### config.mk
export PLATFORM = sky130hd
export DESIGN_NAME = power_down_sequencer
export DESIGN_NICKNAME = d
export VERILOG_FILES = /design/src/design/pdseq_pkg.sv /design/src/design/wake_filter.sv /design/src/design/mcycle_div.sv /design/src/design/power_down_sequencer.sv
export VERILOG_INCLUDE_DIRS = /design/src /design/src/design
export SDC_FILE = /design/constraint.sdc
export NUM_CORES = 1
export LEC_CHECK = 0
export ABC_AREA = 1
export ABC_CLOCK_PERIOD_IN_PS = 1330
export BUFFER_PORTS_ARGS = -buffer_cell sky130_fd_sc_hd__clkbuf_2
export CELL_PAD_IN_SITES_DETAIL_PLACEMENT = 1
export CELL_PAD_IN_SITES_GLOBAL_PLACEMENT = 1
export CORE_MARGIN = 1.5
export CORE_UTILIZATION = 35
export CTS_CLUSTER_SIZE = 12
export DETAILED_ROUTE_END_ITERATION = 12
export PLACE_DENSITY = 0.72
export SYNTH_ARGS = -nofsm -noshare
export SYNTH_HDL_FRONTEND = slang
export SYNTH_SLANG_ARGS = --single-unit
### constraint.sdc
create_clock -name clk_i -period 1.33 [get_ports clk_i]
set_clock_uncertainty 0.05 [all_clocks]
set_input_delay 0 -clock clk_i [delete_from_list [all_inputs] [get_ports clk_i]]
set_output_delay 0 -clock clk_i [all_outputs]
set_load 0.01 [all_outputs]
### src/design/pdseq_consts.svh
// register offsets, field positions, reset values and timing figures
// assumes a 20 MHz core clock and an 8-bit register port
`ifndef PDSEQ_CONSTS_SVH
`define PDSEQ_CONSTS_SVH

// register offsets on the 4-bit register port
`define OFS_POWER_CONTROL      4'h0
`define OFS_POWER_CONTROL_TWO  4'h1
`define OFS_SYSTEM_CONTROL     4'h2
`define OFS_DISPLAY_CONTROL    4'h3
`define OFS_RTC_CONTROL        4'h4
`define OFS_STATUS             4'h5

// field positions
`define BIT_ARM                1
`define BIT_START              6
`define BIT_WAKE_ENABLE        7
`define BIT_WAKE_SOURCE        4
`define BIT_MAP_SELECT         4
`define BIT_DISPLAY_ENABLE     0
`define BIT_DISPLAY_CLK_SEL    1
`define BIT_RTC_IRQ_ENABLE     0
`define BIT_RTC_IRQ_FLAG       1
`define BIT_RTC_POWER_DOWN     3

// reset values
`define RST_BYTE               8'h00
`define RST_RTC_CONTROL        8'h08

// writable bits of the power control register besides arm and start
`define POWER_CONTROL_REG_STORE_MASK        8'hBD

// wake-up vector shown to the cpu
`define WAKE_VECTOR            16'h007B

// timing: clock period and wake pin low time, both in ns
`define CLK_PERIOD_NS          50
`define WAKE_LOW_NS            10000
`define WAKE_LOW_CLKS          ((`WAKE_LOW_NS + `CLK_PERIOD_NS - 1) / `CLK_PERIOD_NS)

// machine cycle length and interrupt call length
`define MCYCLE_CLKS            12
`define CALL_MCYCLES           2

`endif

### src/design/pdseq_pkg.sv
// types shared by the power-down sequencer files
// assumes nothing beyond a SystemVerilog compiler
package pdseq_pkg;

    // sequencer phases
    typedef enum logic [2:0] {
        ST_RUN  = 3'b000,
        ST_DOWN = 3'b001,
        ST_OSC  = 3'b010,
        ST_CALL = 3'b011,
        ST_ISR  = 3'b100
    } seq_state_t;

    // power-down flavour chosen at entry
    typedef enum logic [1:0] {
        MODE_NONE = 2'b00,
        MODE_ONE  = 2'b01,
        MODE_TWO  = 2'b10,
        MODE_THREE = 2'b11
    } pd_mode_t;

endpackage : pdseq_pkg

### src/design/wake_filter.sv
// low-level qualifier for the wake pin
// assumes the pin is synchronous to clk_i
`timescale 1ns/1ps
module wake_filter #(
    parameter int CNT = 200
) (
    // clock and reset
    input  wire logic clk_i,
    input  wire logic resetn_i,
    // qualifier
    input  wire logic arm_i,
    input  wire logic low_i,
    output logic      wake_o
);
    logic [$clog2(CNT+1)-1:0] count_r;

    // count consecutive low cycles, pulse once when the time is reached
    always_ff @(posedge clk_i or negedge resetn_i) begin
        if (!resetn_i) begin
            count_r <= '0;
        end else if (!arm_i || !low_i) begin
            count_r <= '0;
        end else if (count_r != CNT[$bits(count_r)-1:0]) begin
            count_r <= count_r + 1'b1;
        end
    end

    assign wake_o = arm_i && low_i && (count_r == CNT[$bits(count_r)-1:0] - 1'b1);
endmodule : wake_filter

### src/design/mcycle_div.sv
// machine-cycle tick divider
// assumes one tick per N core clocks is wanted while enabled
`timescale 1ns/1ps
module mcycle_div #(
    parameter int N = 12
) (
    // clock and reset
    input  wire logic clk_i,
    input  wire logic resetn_i,
    // control and tick
    input  wire logic en_i,
    output logic      tick_o
);
    logic [$clog2(N)-1:0] div_r;

    // free count restarted whenever disabled
    always_ff @(posedge clk_i or negedge resetn_i) begin
        if (!resetn_i) begin
            div_r <= '0;
        end else if (!en_i || div_r == N[$bits(div_r)-1:0] - 1'b1) begin
            div_r <= '0;
        end else begin
            div_r <= div_r + 1'b1;
        end
    end

    assign tick_o = en_i && (div_r == N[$bits(div_r)-1:0] - 1'b1);
endmodule : mcycle_div

### src/design/power_down_sequencer.sv
// power-down entry, wake-up phases and pin states of an 8-bit controller
// assumes a cpu that halts on cpu_halt_o and signals its return from the
// wake-up routine on wake_return_i; all inputs synchronous to clk_i
`timescale 1ns/1ps
`include "pdseq_consts.svh"
module power_down_sequencer #(
    parameter int WAKE_CNT   = `WAKE_LOW_CLKS,
    parameter int MCYCLE     = `MCYCLE_CLKS
) (
    // clock and reset
    input  wire logic        clk_i,
    input  wire logic        resetn_i,
    // register port
    input  wire logic [3:0]  addr_i,
    input  wire logic [7:0]  wr_data_i,
    input  wire logic        wr_i,
    input  wire logic        rd_i,
    output logic [7:0]       rd_data_o,
    // wake sources and cpu status
    input  wire logic        wake_pin_i,
    input  wire logic        wake_latch_i,
    input  wire logic        rtc_event_i,
    input  wire logic        osc_stable_i,
    input  wire logic        wake_return_i,
    input  wire logic        idle_i,
    input  wire logic        ext_code_i,
    input  wire logic        cpu_ale_i,
    input  wire logic        cpu_strobe_i,
    // cpu control
    output logic             cpu_halt_o,
    output logic             irq_mask_o,
    output logic             periph_freeze_o,
    output logic             wake_irq_o,
    output logic [15:0]      wake_vector_o,
    output logic             fetch_discard_o,
    // clocks and units
    output logic             osc_run_o,
    output logic             rtc_run_o,
    output logic             display_run_o,
    // pins
    output logic             ale_o,
    output logic             program_strobe_output_o,
    output logic             port0_float_o,
    output logic             display_hold_o,
    output logic             display_off_o
);
    pdseq_pkg::seq_state_t state_r, state_nxt;
    pdseq_pkg::pd_mode_t   mode_r, mode_nxt;

    logic [7:0] power_control_reg_r;
    logic       wake_enable_r, wake_source_select_r, register_map_select_r;
    logic       display_enable_r, display_clock_select_r;
    logic       rtc_power_down_r, rtc_interrupt_enable_r, rtc_interrupt_flag_r;
    logic       armed_r, wake_en_entry_r, src_rtc_entry_r;
    logic [7:0] rd_data_r;
    logic       ale_r, strobe_r, float_r;
    logic [1:0] call_cnt_r;
    logic       wr_power_control_reg, arm_wr, start_wr, entry_now;
    logic       pin_wake, rtc_wake, wake_req, mtick;

    // register decode
    assign wr_power_control_reg   = wr_i && addr_i == `OFS_POWER_CONTROL;
    assign arm_wr    = wr_power_control_reg && wr_data_i[`BIT_ARM] && !wr_data_i[`BIT_START];
    assign start_wr  = wr_power_control_reg && wr_data_i[`BIT_START] && !wr_data_i[`BIT_ARM];
    assign entry_now = start_wr && armed_r && state_r == pdseq_pkg::ST_RUN;

    // arm held for exactly the next power control write
    always_ff @(posedge clk_i or negedge resetn_i) begin
        if (!resetn_i) begin
            armed_r <= 1'b0;
        end else if (wr_power_control_reg) begin
            armed_r <= arm_wr;
        end
    end

    always_ff @(posedge clk_i or negedge resetn_i) begin
        if (!resetn_i) begin
            power_control_reg_r <= `RST_BYTE;
        end else if (wr_power_control_reg) begin
            power_control_reg_r <= wr_data_i & `POWER_CONTROL_REG_STORE_MASK;
        end
    end

    // second power register writable only with map select, readable always
    always_ff @(posedge clk_i or negedge resetn_i) begin
        if (!resetn_i) begin
            wake_enable_r        <= 1'b0;
            wake_source_select_r <= 1'b0;
        end else if (wr_i && addr_i == `OFS_POWER_CONTROL_TWO && register_map_select_r) begin
            wake_enable_r        <= wr_data_i[`BIT_WAKE_ENABLE];
            wake_source_select_r <= wr_data_i[`BIT_WAKE_SOURCE];
        end
    end

    // system, display and clock control bits
    always_ff @(posedge clk_i or negedge resetn_i) begin
        if (!resetn_i) begin
            register_map_select_r  <= 1'b0;
            display_enable_r       <= 1'b0;
            display_clock_select_r <= 1'b0;
            rtc_power_down_r       <= 1'(`RST_RTC_CONTROL >> `BIT_RTC_POWER_DOWN);
            rtc_interrupt_enable_r <= 1'b0;
        end else if (wr_i) begin
            if (addr_i == `OFS_SYSTEM_CONTROL) begin
                register_map_select_r <= wr_data_i[`BIT_MAP_SELECT];
            end
            if (addr_i == `OFS_DISPLAY_CONTROL) begin
                display_enable_r       <= wr_data_i[`BIT_DISPLAY_ENABLE];
                display_clock_select_r <= wr_data_i[`BIT_DISPLAY_CLK_SEL];
            end
            if (addr_i == `OFS_RTC_CONTROL) begin
                rtc_power_down_r       <= wr_data_i[`BIT_RTC_POWER_DOWN];
                rtc_interrupt_enable_r <= wr_data_i[`BIT_RTC_IRQ_ENABLE];
            end
        end
    end

    // flag set by clock event, cleared by writing zero, set wins
    always_ff @(posedge clk_i or negedge resetn_i) begin
        if (!resetn_i) begin
            rtc_interrupt_flag_r <= 1'b0;
        end else if (rtc_event_i && !rtc_power_down_r) begin
            rtc_interrupt_flag_r <= 1'b1;
        end else if (wr_i && addr_i == `OFS_RTC_CONTROL && !wr_data_i[`BIT_RTC_IRQ_FLAG]) begin
            rtc_interrupt_flag_r <= 1'b0;
        end
    end

    // read data one cycle after the strobe, unmapped reads zero
    always_ff @(posedge clk_i or negedge resetn_i) begin
        if (!resetn_i) begin
            rd_data_r <= `RST_BYTE;
        end else if (rd_i) begin
            unique case (addr_i)
                `OFS_POWER_CONTROL:     rd_data_r <= power_control_reg_r;
                `OFS_POWER_CONTROL_TWO: rd_data_r <= {wake_enable_r, 2'b00,
                                                      wake_source_select_r, 4'h0};
                `OFS_SYSTEM_CONTROL:    rd_data_r <= {3'b000, register_map_select_r, 4'h0};
                `OFS_DISPLAY_CONTROL:   rd_data_r <= {6'h00, display_clock_select_r,
                                                      display_enable_r};
                `OFS_RTC_CONTROL:       rd_data_r <= {4'h0, rtc_power_down_r, 1'b0,
                                                      rtc_interrupt_flag_r,
                                                      rtc_interrupt_enable_r};
                `OFS_STATUS:            rd_data_r <= {1'b0, mode_r, wake_en_entry_r,
                                                      1'b0, state_r};
                default:                rd_data_r <= `RST_BYTE;
            endcase
        end
    end
    assign rd_data_o = rd_data_r;

    // mode chosen from display and clock settings at entry
    always_comb begin
        mode_nxt = pdseq_pkg::MODE_ONE;
        if (!rtc_power_down_r && display_enable_r && display_clock_select_r) begin
            mode_nxt = pdseq_pkg::MODE_TWO;
        end else if (!rtc_power_down_r && !display_enable_r) begin
            mode_nxt = pdseq_pkg::MODE_THREE;
        end
    end

    // wake enable and source captured at entry
    always_ff @(posedge clk_i or negedge resetn_i) begin
        if (!resetn_i) begin
            mode_r          <= pdseq_pkg::MODE_NONE;
            wake_en_entry_r <= 1'b0;
            src_rtc_entry_r <= 1'b0;
        end else if (entry_now) begin
            mode_r          <= mode_nxt;
            wake_en_entry_r <= wake_enable_r;
            // mode one ignores the source select
            src_rtc_entry_r <= wake_source_select_r && mode_nxt != pdseq_pkg::MODE_ONE;
        end else if (state_r == pdseq_pkg::ST_RUN) begin
            mode_r          <= pdseq_pkg::MODE_NONE;
        end
    end

    // pin low for the qualifying time
    wake_filter #(
        .CNT      (WAKE_CNT)
    ) u_wake_filter (
        .clk_i    (clk_i),
        .resetn_i (resetn_i),
        .arm_i    (state_r == pdseq_pkg::ST_DOWN && wake_en_entry_r && !src_rtc_entry_r),
        .low_i    (!wake_pin_i),
        .wake_o   (pin_wake)
    );

    // machine cycles for the interrupt call
    mcycle_div #(
        .N        (MCYCLE)
    ) u_mcycle_div (
        .clk_i    (clk_i),
        .resetn_i (resetn_i),
        .en_i     (state_r == pdseq_pkg::ST_CALL),
        .tick_o   (mtick)
    );

    // clock wake counted only in power-down
    // needs wake enable, clock interrupt enable and source select
    assign rtc_wake = state_r == pdseq_pkg::ST_DOWN && wake_en_entry_r && src_rtc_entry_r
                      && rtc_interrupt_enable_r && rtc_event_i;
    // latch bit not one wakes at once
    // no wake unless enabled at entry
    assign wake_req = pin_wake || rtc_wake ||
                      (state_r == pdseq_pkg::ST_DOWN && wake_en_entry_r && !src_rtc_entry_r
                       && !wake_latch_i);

    // phase sequencing
    always_comb begin
        state_nxt = state_r;
        unique case (state_r)
            pdseq_pkg::ST_RUN:  if (entry_now) state_nxt = pdseq_pkg::ST_DOWN;
            pdseq_pkg::ST_DOWN: if (wake_req) state_nxt = pdseq_pkg::ST_OSC;
            pdseq_pkg::ST_OSC:  if (osc_stable_i) state_nxt = pdseq_pkg::ST_CALL;
            pdseq_pkg::ST_CALL: begin
                if (mtick && call_cnt_r == 2'(`CALL_MCYCLES - 1)) begin
                    state_nxt = pdseq_pkg::ST_ISR;
                end
            end
            // phase four ends on the routine's return
            pdseq_pkg::ST_ISR:  if (wake_return_i) state_nxt = pdseq_pkg::ST_RUN;
            default:            state_nxt = pdseq_pkg::ST_RUN;
        endcase
    end

    // reset returns to run with oscillators on
    always_ff @(posedge clk_i or negedge resetn_i) begin
        if (!resetn_i) begin
            state_r <= pdseq_pkg::ST_RUN;
        end else begin
            state_r <= state_nxt;
        end
    end

    // machine cycles elapsed in the call
    always_ff @(posedge clk_i or negedge resetn_i) begin
        if (!resetn_i) begin
            call_cnt_r <= 2'b00;
        end else if (state_r != pdseq_pkg::ST_CALL) begin
            call_cnt_r <= 2'b00;
        end else if (mtick) begin
            call_cnt_r <= call_cnt_r + 2'b01;
        end
    end

    // halt in the very cycle of the start write
    assign cpu_halt_o      = entry_now || state_r == pdseq_pkg::ST_DOWN ||
                             state_r == pdseq_pkg::ST_OSC;
    // mask from phase two to end of phase four
    assign irq_mask_o      = state_r == pdseq_pkg::ST_OSC || state_r == pdseq_pkg::ST_CALL ||
                             state_r == pdseq_pkg::ST_ISR;
    // timers and watchdog frozen until phase four ends
    assign periph_freeze_o = state_r != pdseq_pkg::ST_RUN;
    // wake interrupt raised as the call begins
    assign wake_irq_o      = state_r == pdseq_pkg::ST_OSC && osc_stable_i;
    assign wake_vector_o   = `WAKE_VECTOR;
    assign fetch_discard_o = state_r == pdseq_pkg::ST_CALL;

    assign osc_run_o     = state_r != pdseq_pkg::ST_DOWN;
    assign rtc_run_o     = !rtc_power_down_r &&
                           !(state_r == pdseq_pkg::ST_DOWN && mode_r == pdseq_pkg::MODE_ONE);
    assign display_run_o = display_enable_r &&
                           (state_r == pdseq_pkg::ST_RUN || mode_r == pdseq_pkg::MODE_TWO);
    // display pins keep driving in mode two
    assign display_hold_o = state_r != pdseq_pkg::ST_RUN && mode_r == pdseq_pkg::MODE_TWO;
    assign display_off_o  = state_r != pdseq_pkg::ST_RUN && mode_r == pdseq_pkg::MODE_THREE;

    // idle high, power-down low, cpu drive otherwise
    // low held until the call starts
    always_ff @(posedge clk_i or negedge resetn_i) begin
        if (!resetn_i) begin
            ale_r    <= 1'b1;
            strobe_r <= 1'b1;
            float_r  <= 1'b0;
        end else if (state_nxt == pdseq_pkg::ST_DOWN || state_nxt == pdseq_pkg::ST_OSC) begin
            ale_r    <= 1'b0;
            strobe_r <= 1'b0;
            float_r  <= ext_code_i;
        end else if (state_nxt == pdseq_pkg::ST_RUN && idle_i) begin
            ale_r    <= 1'b1;
            strobe_r <= 1'b1;
            float_r  <= ext_code_i;
        end else begin
            ale_r    <= cpu_ale_i;
            strobe_r <= cpu_strobe_i;
            float_r  <= 1'b0;
        end
    end
    assign ale_o                   = ale_r;
    assign program_strobe_output_o = strobe_r;
    assign port0_float_o           = float_r;

    // checks
    property p_no_dual;
        @(posedge clk_i) disable iff (!resetn_i)
        (state_r == pdseq_pkg::ST_RUN && wr_power_control_reg && wr_data_i[`BIT_ARM]
         && wr_data_i[`BIT_START]) |=> state_r == pdseq_pkg::ST_RUN;
    endproperty
    AST_NO_DUAL_ENTRY: assert property (p_no_dual)
        else $error("entry on combined arm and start");
    AST_TWO_WRITE_ENTRY: assert property (@(posedge clk_i) disable iff (!resetn_i)
        (state_r == pdseq_pkg::ST_RUN && arm_wr) ##1 start_wr |=> state_r == pdseq_pkg::ST_DOWN)
        else $error("two-write sequence did not enter");
    AST_READ_ZERO: assert property (@(posedge clk_i) disable iff (!resetn_i)
        (rd_i && addr_i == `OFS_POWER_CONTROL) |=> !rd_data_o[`BIT_ARM] && !rd_data_o[`BIT_START])
        else $error("arm or start read back set");
    AST_HALT_AT_START: assert property (@(posedge clk_i) disable iff (!resetn_i)
        entry_now |-> cpu_halt_o ##1 cpu_halt_o)
        else $error("cpu not halted at start write");
    AST_RESET_ONLY: assert property (@(posedge clk_i) disable iff (!resetn_i)
        (state_r == pdseq_pkg::ST_DOWN && !wake_en_entry_r) |=> state_r == pdseq_pkg::ST_DOWN)
        else $error("woke with wake disabled");
    AST_PIN_TIME: assert property (@(posedge clk_i) disable iff (!resetn_i)
        (state_r == pdseq_pkg::ST_DOWN && pin_wake) |-> !wake_pin_i && !$past(wake_pin_i)
         && !$past(wake_pin_i, 2))
        else $error("pin wake without low pin");
    AST_MASK_PHASES: assert property (@(posedge clk_i) disable iff (!resetn_i)
        $rose(state_r == pdseq_pkg::ST_OSC) |-> irq_mask_o ##1 irq_mask_o
        ##1 irq_mask_o)
        else $error("interrupts not masked in wake phase");
    AST_CALL_LEN: assert property (@(posedge clk_i) disable iff (!resetn_i)
        $rose(state_r == pdseq_pkg::ST_CALL) |-> ##[23:25] state_r == pdseq_pkg::ST_ISR)
        else $error("interrupt call length wrong");
    AST_RTC_NO_EFFECT: assert property (@(posedge clk_i) disable iff (!resetn_i)
        (state_r == pdseq_pkg::ST_RUN && !entry_now) |=> state_r == pdseq_pkg::ST_RUN)
        else $error("left run without entry");
    AST_PINS_LOW: assert property (@(posedge clk_i) disable iff (!resetn_i)
        (state_r == pdseq_pkg::ST_DOWN) [*2] |-> !ale_o && !program_strobe_output_o)
        else $error("strobes not low in power-down");
    AST_FREEZE: assert property (@(posedge clk_i) disable iff (!resetn_i)
        (state_r == pdseq_pkg::ST_ISR && !wake_return_i) |=> periph_freeze_o)
        else $error("timers released before phase four ends");
    COV_ENTRY: cover property (@(posedge clk_i) disable iff (!resetn_i) entry_now);
    COV_PIN_WAKE: cover property (@(posedge clk_i) disable iff (!resetn_i)
        pin_wake ##1 state_r == pdseq_pkg::ST_OSC);
    COV_RTC_WAKE: cover property (@(posedge clk_i) disable iff (!resetn_i) rtc_wake);
    COV_RESUME: cover property (@(posedge clk_i) disable iff (!resetn_i)
        state_r == pdseq_pkg::ST_ISR ##1 state_r == pdseq_pkg::ST_RUN);
endmodule : power_down_sequencer

# After elaboration in Yosys (flattened, before gate mapping)
# Cells that the tools add are included.
# word_totals
register_bits,47
in_bits,25
output_inout_bits,37
wordCells,133
# classes
n_addsub,3
eq_ne,21
muxes,24
reduce_logical,64
# op_table
operator,n
$pmux W8 S6,1
$logic_and A1 B1 Y1,33
$mux W8,2
$mux W3,5
$pmux W3 S5,1
$mux W2,6
$logic_not A1 Y1,10
$logic_or A1 B1 Y1,10
$eq A3 B2 Y1 const B,3
$add A8 B1 Y8 const B,1
$eq A4 B2 Y1 const B,2
$eq A4 B3 Y1 const B,2
$eq A8 B8 Y1 const B,1
$mux W1,8
$ne A8 B8 Y1 const B,1
$reduce_bool A2 Y1,4
$eq A3 B1 Y1 const B,2
$logic_not A3 Y1,2
$reduce_and A2 Y1,3
$add A4 B1 Y4 const B,1
$eq A2 B1 Y1 const B,2
$eq A2 B2 Y1 const B,2
$eq A4 B1 Y1 const B,1
$eq A4 B4 Y1 const B,1
8 further kinds,8

# Longest topological paths before layout
# logic_depth
word_depth,13
mapped_depth,11
ltp_nobuf,11

# Cells and area by module
# Synthesis repeated with hierarchy kept, for this count alone.
# unflattened
hier_cells,324
hier_area_um2,2566.2
# modules_own_cells
module,instances,cells_per_inst,area_per_inst_um2,seq_area_each_um2
power_down_sequencer,1,235,1873.0,879.6
wake_filter,1,66,488.0,200.2
mcycle_div,1,23,205.2,100.1

# Worst setup path after synthesis
# No wires, ideal clock.
# synth_timing
path_kind,register to register
startpoint,register u_mcycle_div.div_r[0]
endpoint,"register float_r, in the netlist port0_float_o"
setup_time_ps,116
arrival_time_ps,1272
required_time_ps,1164
setup_slack_ps,-108
path_stages_with_launch,11
path_buffers,0
period_less_slack_ps,1438
cell_sequence,dfrtp_1 > ha_1 > nand3_1 > o21ai_2 > inv_2 > nor2_8 > nand2_4 > nand2_2 > nand2_2 > nand2_1 > nand2_1
# synth_via
elab_chain_len,9
elab_cells_between_ends,12
cone_classes,3 x eq/ne; 4 x mux; 5 x reduce/logical
# synth_lines
element,line,text
from (decl),mcycle_div.sv:14,logic [$clog2(N)-1:0] div_r;
from (signal assigned),mcycle_div.sv:23,div_r <= div_r + 1'b1;
$eq A4 B4 Y1 (*),mcycle_div.sv:27,assign tick_o = en_i && (div_r == N[$bits(div_r)-1:0] - 1'b1);
$logic_and A1 B1 Y1 (*),mcycle_div.sv:27,
$logic_and A1 B1 Y1 (*),power_down_sequencer.sv:217,if (mtick && call_cnt_r == 2'(`CALL_MCYCLES - 1)) begin
$mux W3 (*),power_down_sequencer.sv:217,
$pmux W3 S5 (*),power_down_sequencer.sv:212,unique case (state_r)
named net state_nxt[0],power_down_sequencer.sv:47,"pdseq_pkg::seq_state_t state_r, state_nxt;"
$logic_not A3 Y1,power_down_sequencer.sv:280,end else if (state_nxt == pdseq_pkg::ST_RUN && idle_i) begin
$logic_and A1 B1 Y1,power_down_sequencer.sv:280,
$mux W1,power_down_sequencer.sv:280,
$mux W1 (*),power_down_sequencer.sv:276,end else if (state_nxt == pdseq_pkg::ST_DOWN || state_nxt == pdseq_pkg::ST_OSC) begin
to (signal assigned),power_down_sequencer.sv:279,float_r <= ext_code_i;
to (signal assigned),power_down_sequencer.sv:283,float_r <= ext_code_i;
to (decl),power_down_sequencer.sv:56,"logic ale_r, strobe_r, float_r;"
# The timed path passes the listed nets; every way through them passes the cells marked *.
# A chain may end at the register's enable or synchronous reset.

# Worst setup path in the final report
# layout_timing
startpoint,register u_mcycle_div.div_r[0]
endpoint,"register strobe_r, in the netlist program_strobe_output_o"
# layout_via
elab_chain_len,9
elab_cells_between_ends,12
cone_classes,3 x eq/ne; 4 x mux; 5 x reduce/logical
# layout_lines
element,line,text
$eq A4 B4 Y1 (*),mcycle_div.sv:27,
$logic_and A1 B1 Y1 (*),mcycle_div.sv:27,
$logic_and A1 B1 Y1 (*),power_down_sequencer.sv:217,
$mux W3 (*),power_down_sequencer.sv:217,
$pmux W3 S5 (*),power_down_sequencer.sv:212,
$logic_not A3 Y1,power_down_sequencer.sv:280,
$logic_and A1 B1 Y1,power_down_sequencer.sv:280,
$mux W1,power_down_sequencer.sv:280,
$mux W1 (*),power_down_sequencer.sv:276,
to (signal assigned),power_down_sequencer.sv:286,strobe_r <= cpu_strobe_i;
to (decl),power_down_sequencer.sv:56,
# Every way passes the cells marked *; elsewhere a longest branch is shown, timed or not.

==> flow_metrics.tcl <==
set metrics [dict create \
    routedWlPerCell_um 16.4 \
    clkTransAtPathRegs_ns 0.09 \
    drv_cap 0 \
    synth_seq_cells 47 \
    cts.sinks 47 \
    grt_antenna_before_repair 0 \
    setup_violations 29 \
    slowest_stage "dfrtp_1" \
    placedCellCount 475 \
    ant_nets 0 \
    drive_gt1_share_pct 41.7 \
    portBuffers 45 \
    synth_most_common_cell "nand2_1" \
    slew_violations 0 \
    grt_usage_pct 22.7 \
    avgViaCountPerCell 4.86 \
    cts_buffers 5 \
    synth.distinct_cells 36 \
    synth_flop_cell "dfrtp_1" \
    clk_path_buf_depth 2 \
    grt_max_degree 48 \
    synth_edf_count 0 \
    ys_warn_count 0 \
    crit_family "simple AND/OR/NAND/NOR gates" \
    dpl.hpwl_um 5130 \
    fin_crit_sh_pct 122 \
    routabilityCongestion 0.806 \
    syn_to_final_growth_pct 46.4 \
    syn-cell-area_um2 2540 \
    routed_wl_um 8510 \
    synth.largest_area_cell "dfrtp_1" \
    io_pins 62 \
    synth-async-reset-ratio_pct 100 \
    critPathLaunchType "register" \
    synth_cells 302 \
    hold_path_class "input pin to register" \
    dieWidth_um 88.2 \
    fmax_mhz 619 \
    die_area_um2 7780 \
    route.vias.total 2518 \
    grt_pass1_wl_um 13200 \
    worstPathRequired_ns 1.53 \
    first_global_vias 2691 \
    crit_fanout 3 \
    fp.coreArea_um2 6910 \
    clock-root-buffer "clkbuf_8" \
    fin_nets 450 \
    synth_top_area_share_pct 43.3 \
    critPathKind "register to register" \
    drt_iter0_drc 82 \
    status "finished with violations" \
    tritoncts "built" \
    syn_area_per_cell_um2 8.42 \
    final_cells 518 \
    firstDrtPassIters 4 \
    hold_viol_final 0 \
    fin_crit_ns 1.62 \
    crit_arrival_ns 1.82 \
    fillCellCount 855 \
    slowest_delay_ns 0.40 \
    clk-insertion-delay-late_ns 0.32 \
    synth_area_leaders "dfrtp_1 43%, nand2_1 8.4%, inv_1 6.2%" \
    rsz0062_at_grt "true" \
    pre_cts_slack_ns -0.249 \
    h-tree-depth 2 \
    finalWorstSetupSlack_ns -0.287 \
    start_util_pct 36.8 \
    ir_drop_mv 0.383 \
    ys_top_cells_by_count "57 x nand2_1, 44 x dfrtp_1, 42 x inv_1" \
    final_util_pct 53.9 \
    std_cell_rows 30 \
    drc_errors 0 \
    crit_chain "ha_4 > nand3_4 > o21ai_4 > nand2_2 > nor2_2 > nand4_1 > a21oi_1" \
    antenna_cells 0 \
    cp-end-kind "register" \
    leakage_uw 0.00189 \
    seq_area_frac_synth_pct 46.4 \
    power_uw 3700 \
    power_density_nw_per_um2 994 \
    setup_tns_ns -4.19 \
    violations "setup timing" \
    grt_overflow 0 \
    path_buf_inv 0 \
    dieHeight_um 88.2 \
]
sequential cells by signal, indices dropped and copies added (netlist names), 2 cells and up:
signal / count
u_mcycle_div.div_r: 4
power_control_reg_r: 6
mode_r: 2
state_r: 3
rd_data_o: 8
u_wake_filter.count_r: 8
call_cnt_r: 2
per-stage QoR:
step	area (µm²)	hold slack [ns]
after floorplan	2610	-0.346
after global placement	3100	-0.0378
after detailed placement	3100	-0.0365
after CTS	3560	0.00827
after global routing	3720	0.0503
final	3720	0.00359
report_power, final:
part           leakage (µW)  internal (µW)  total (µW)  switching (µW)
Clock             0.0000402            367         908             542
Combinational       0.00123            479        1080             596
Sequential         0.000613           1600        1710             110
timing repair:
action                                  in CTS  in global routing
buffers inserted                            13                  8
cloned                                       0                  0
gates resized for setup                     29                 40
hold buffers                                17                  1
pin swaps                                   12                 17
endpoints found under the setup margin      27                 38
endpoints found under the hold margin       68                  1
worst min-delay path, stage by stage:
cell and delay (ns):
clkbuf_2 0.11, nand2_1 0.13, o21ai_0 0.09
cells in the final DEF, fill, tap and decap left out, drive strengths merged, types with 4 or more instances in the layout:
cell type | Yosys | routed
a21oi | 15 | 15
buf | 17 | 57
clkbuf | 0 | 46
conb | 2 | 16
dfrtp | 44 | 44
dlygate4sd3 | 0 | 17
ha | 4 | 4
inv | 48 | 48
nand2 | 66 | 66
nand3 | 19 | 19
nand4 | 4 | 4
nor2 | 28 | 28
nor3 | 4 | 4
o21ai | 31 | 31
per-layer routing:
layer / share of wire [%] / vias up / GRT usage [%]
li1: - / 1179 / -
met1: 40 / 1236 / 25.9
met2: 52 / 76 / 41.0
met3: 3.7 / 27 / 4.10
met4: 4.2 / 0 / 10.7
met5: 0 / - / 0
final cells by class:
| cell class | count | area (µm²) | area share, % |
|---|---|---|---|
| multi-input cells | 204 | 1300 | 34.9 |
| flip-flops and latches | 47 | 1180 | 31.7 |
| repair buffers | 115 | 848 | 22.8 |
| inverters | 48 | 183 | 4.91 |
| well taps | 96 | 120 | 3.23 |
| clock buffers | 5 | 68.8 | 1.85 |
| clock inverters | 3 | 20.0 | 0.538 |
worst paths after layout:
check	cells past startpoint	to	from	slack [ns]
setup / recovery	7	program_strobe_output_o	u_mcycle_div.div_r[0]	-0.29
hold / removal	3	rtc_interrupt_enable_r	wr_i	0.004
setup reg to reg	7	program_strobe_output_o	u_mcycle_div.div_r[0]	-0.29
hold reg to reg	2	rd_data_o[7]	rd_data_o[7]	0.44
max in group asynchronous	3	ale_o	resetn_i	0.80
min in group asynchronous	3	rd_data_o[6]	resetn_i	0.14
logic make-up after synthesis:
kind of cell	after synthesis	synth area share, %
flops	47	46.4
xor+xnor	1	0.345
mux	1	0.443
simple gates	128	27.0
other cells	2	0.295
fa+ha+maj	4	1.97
buf+inv	65	12.0
compound gates	54	11.5
No activity file was read; power rests on OpenSTA's default activity.
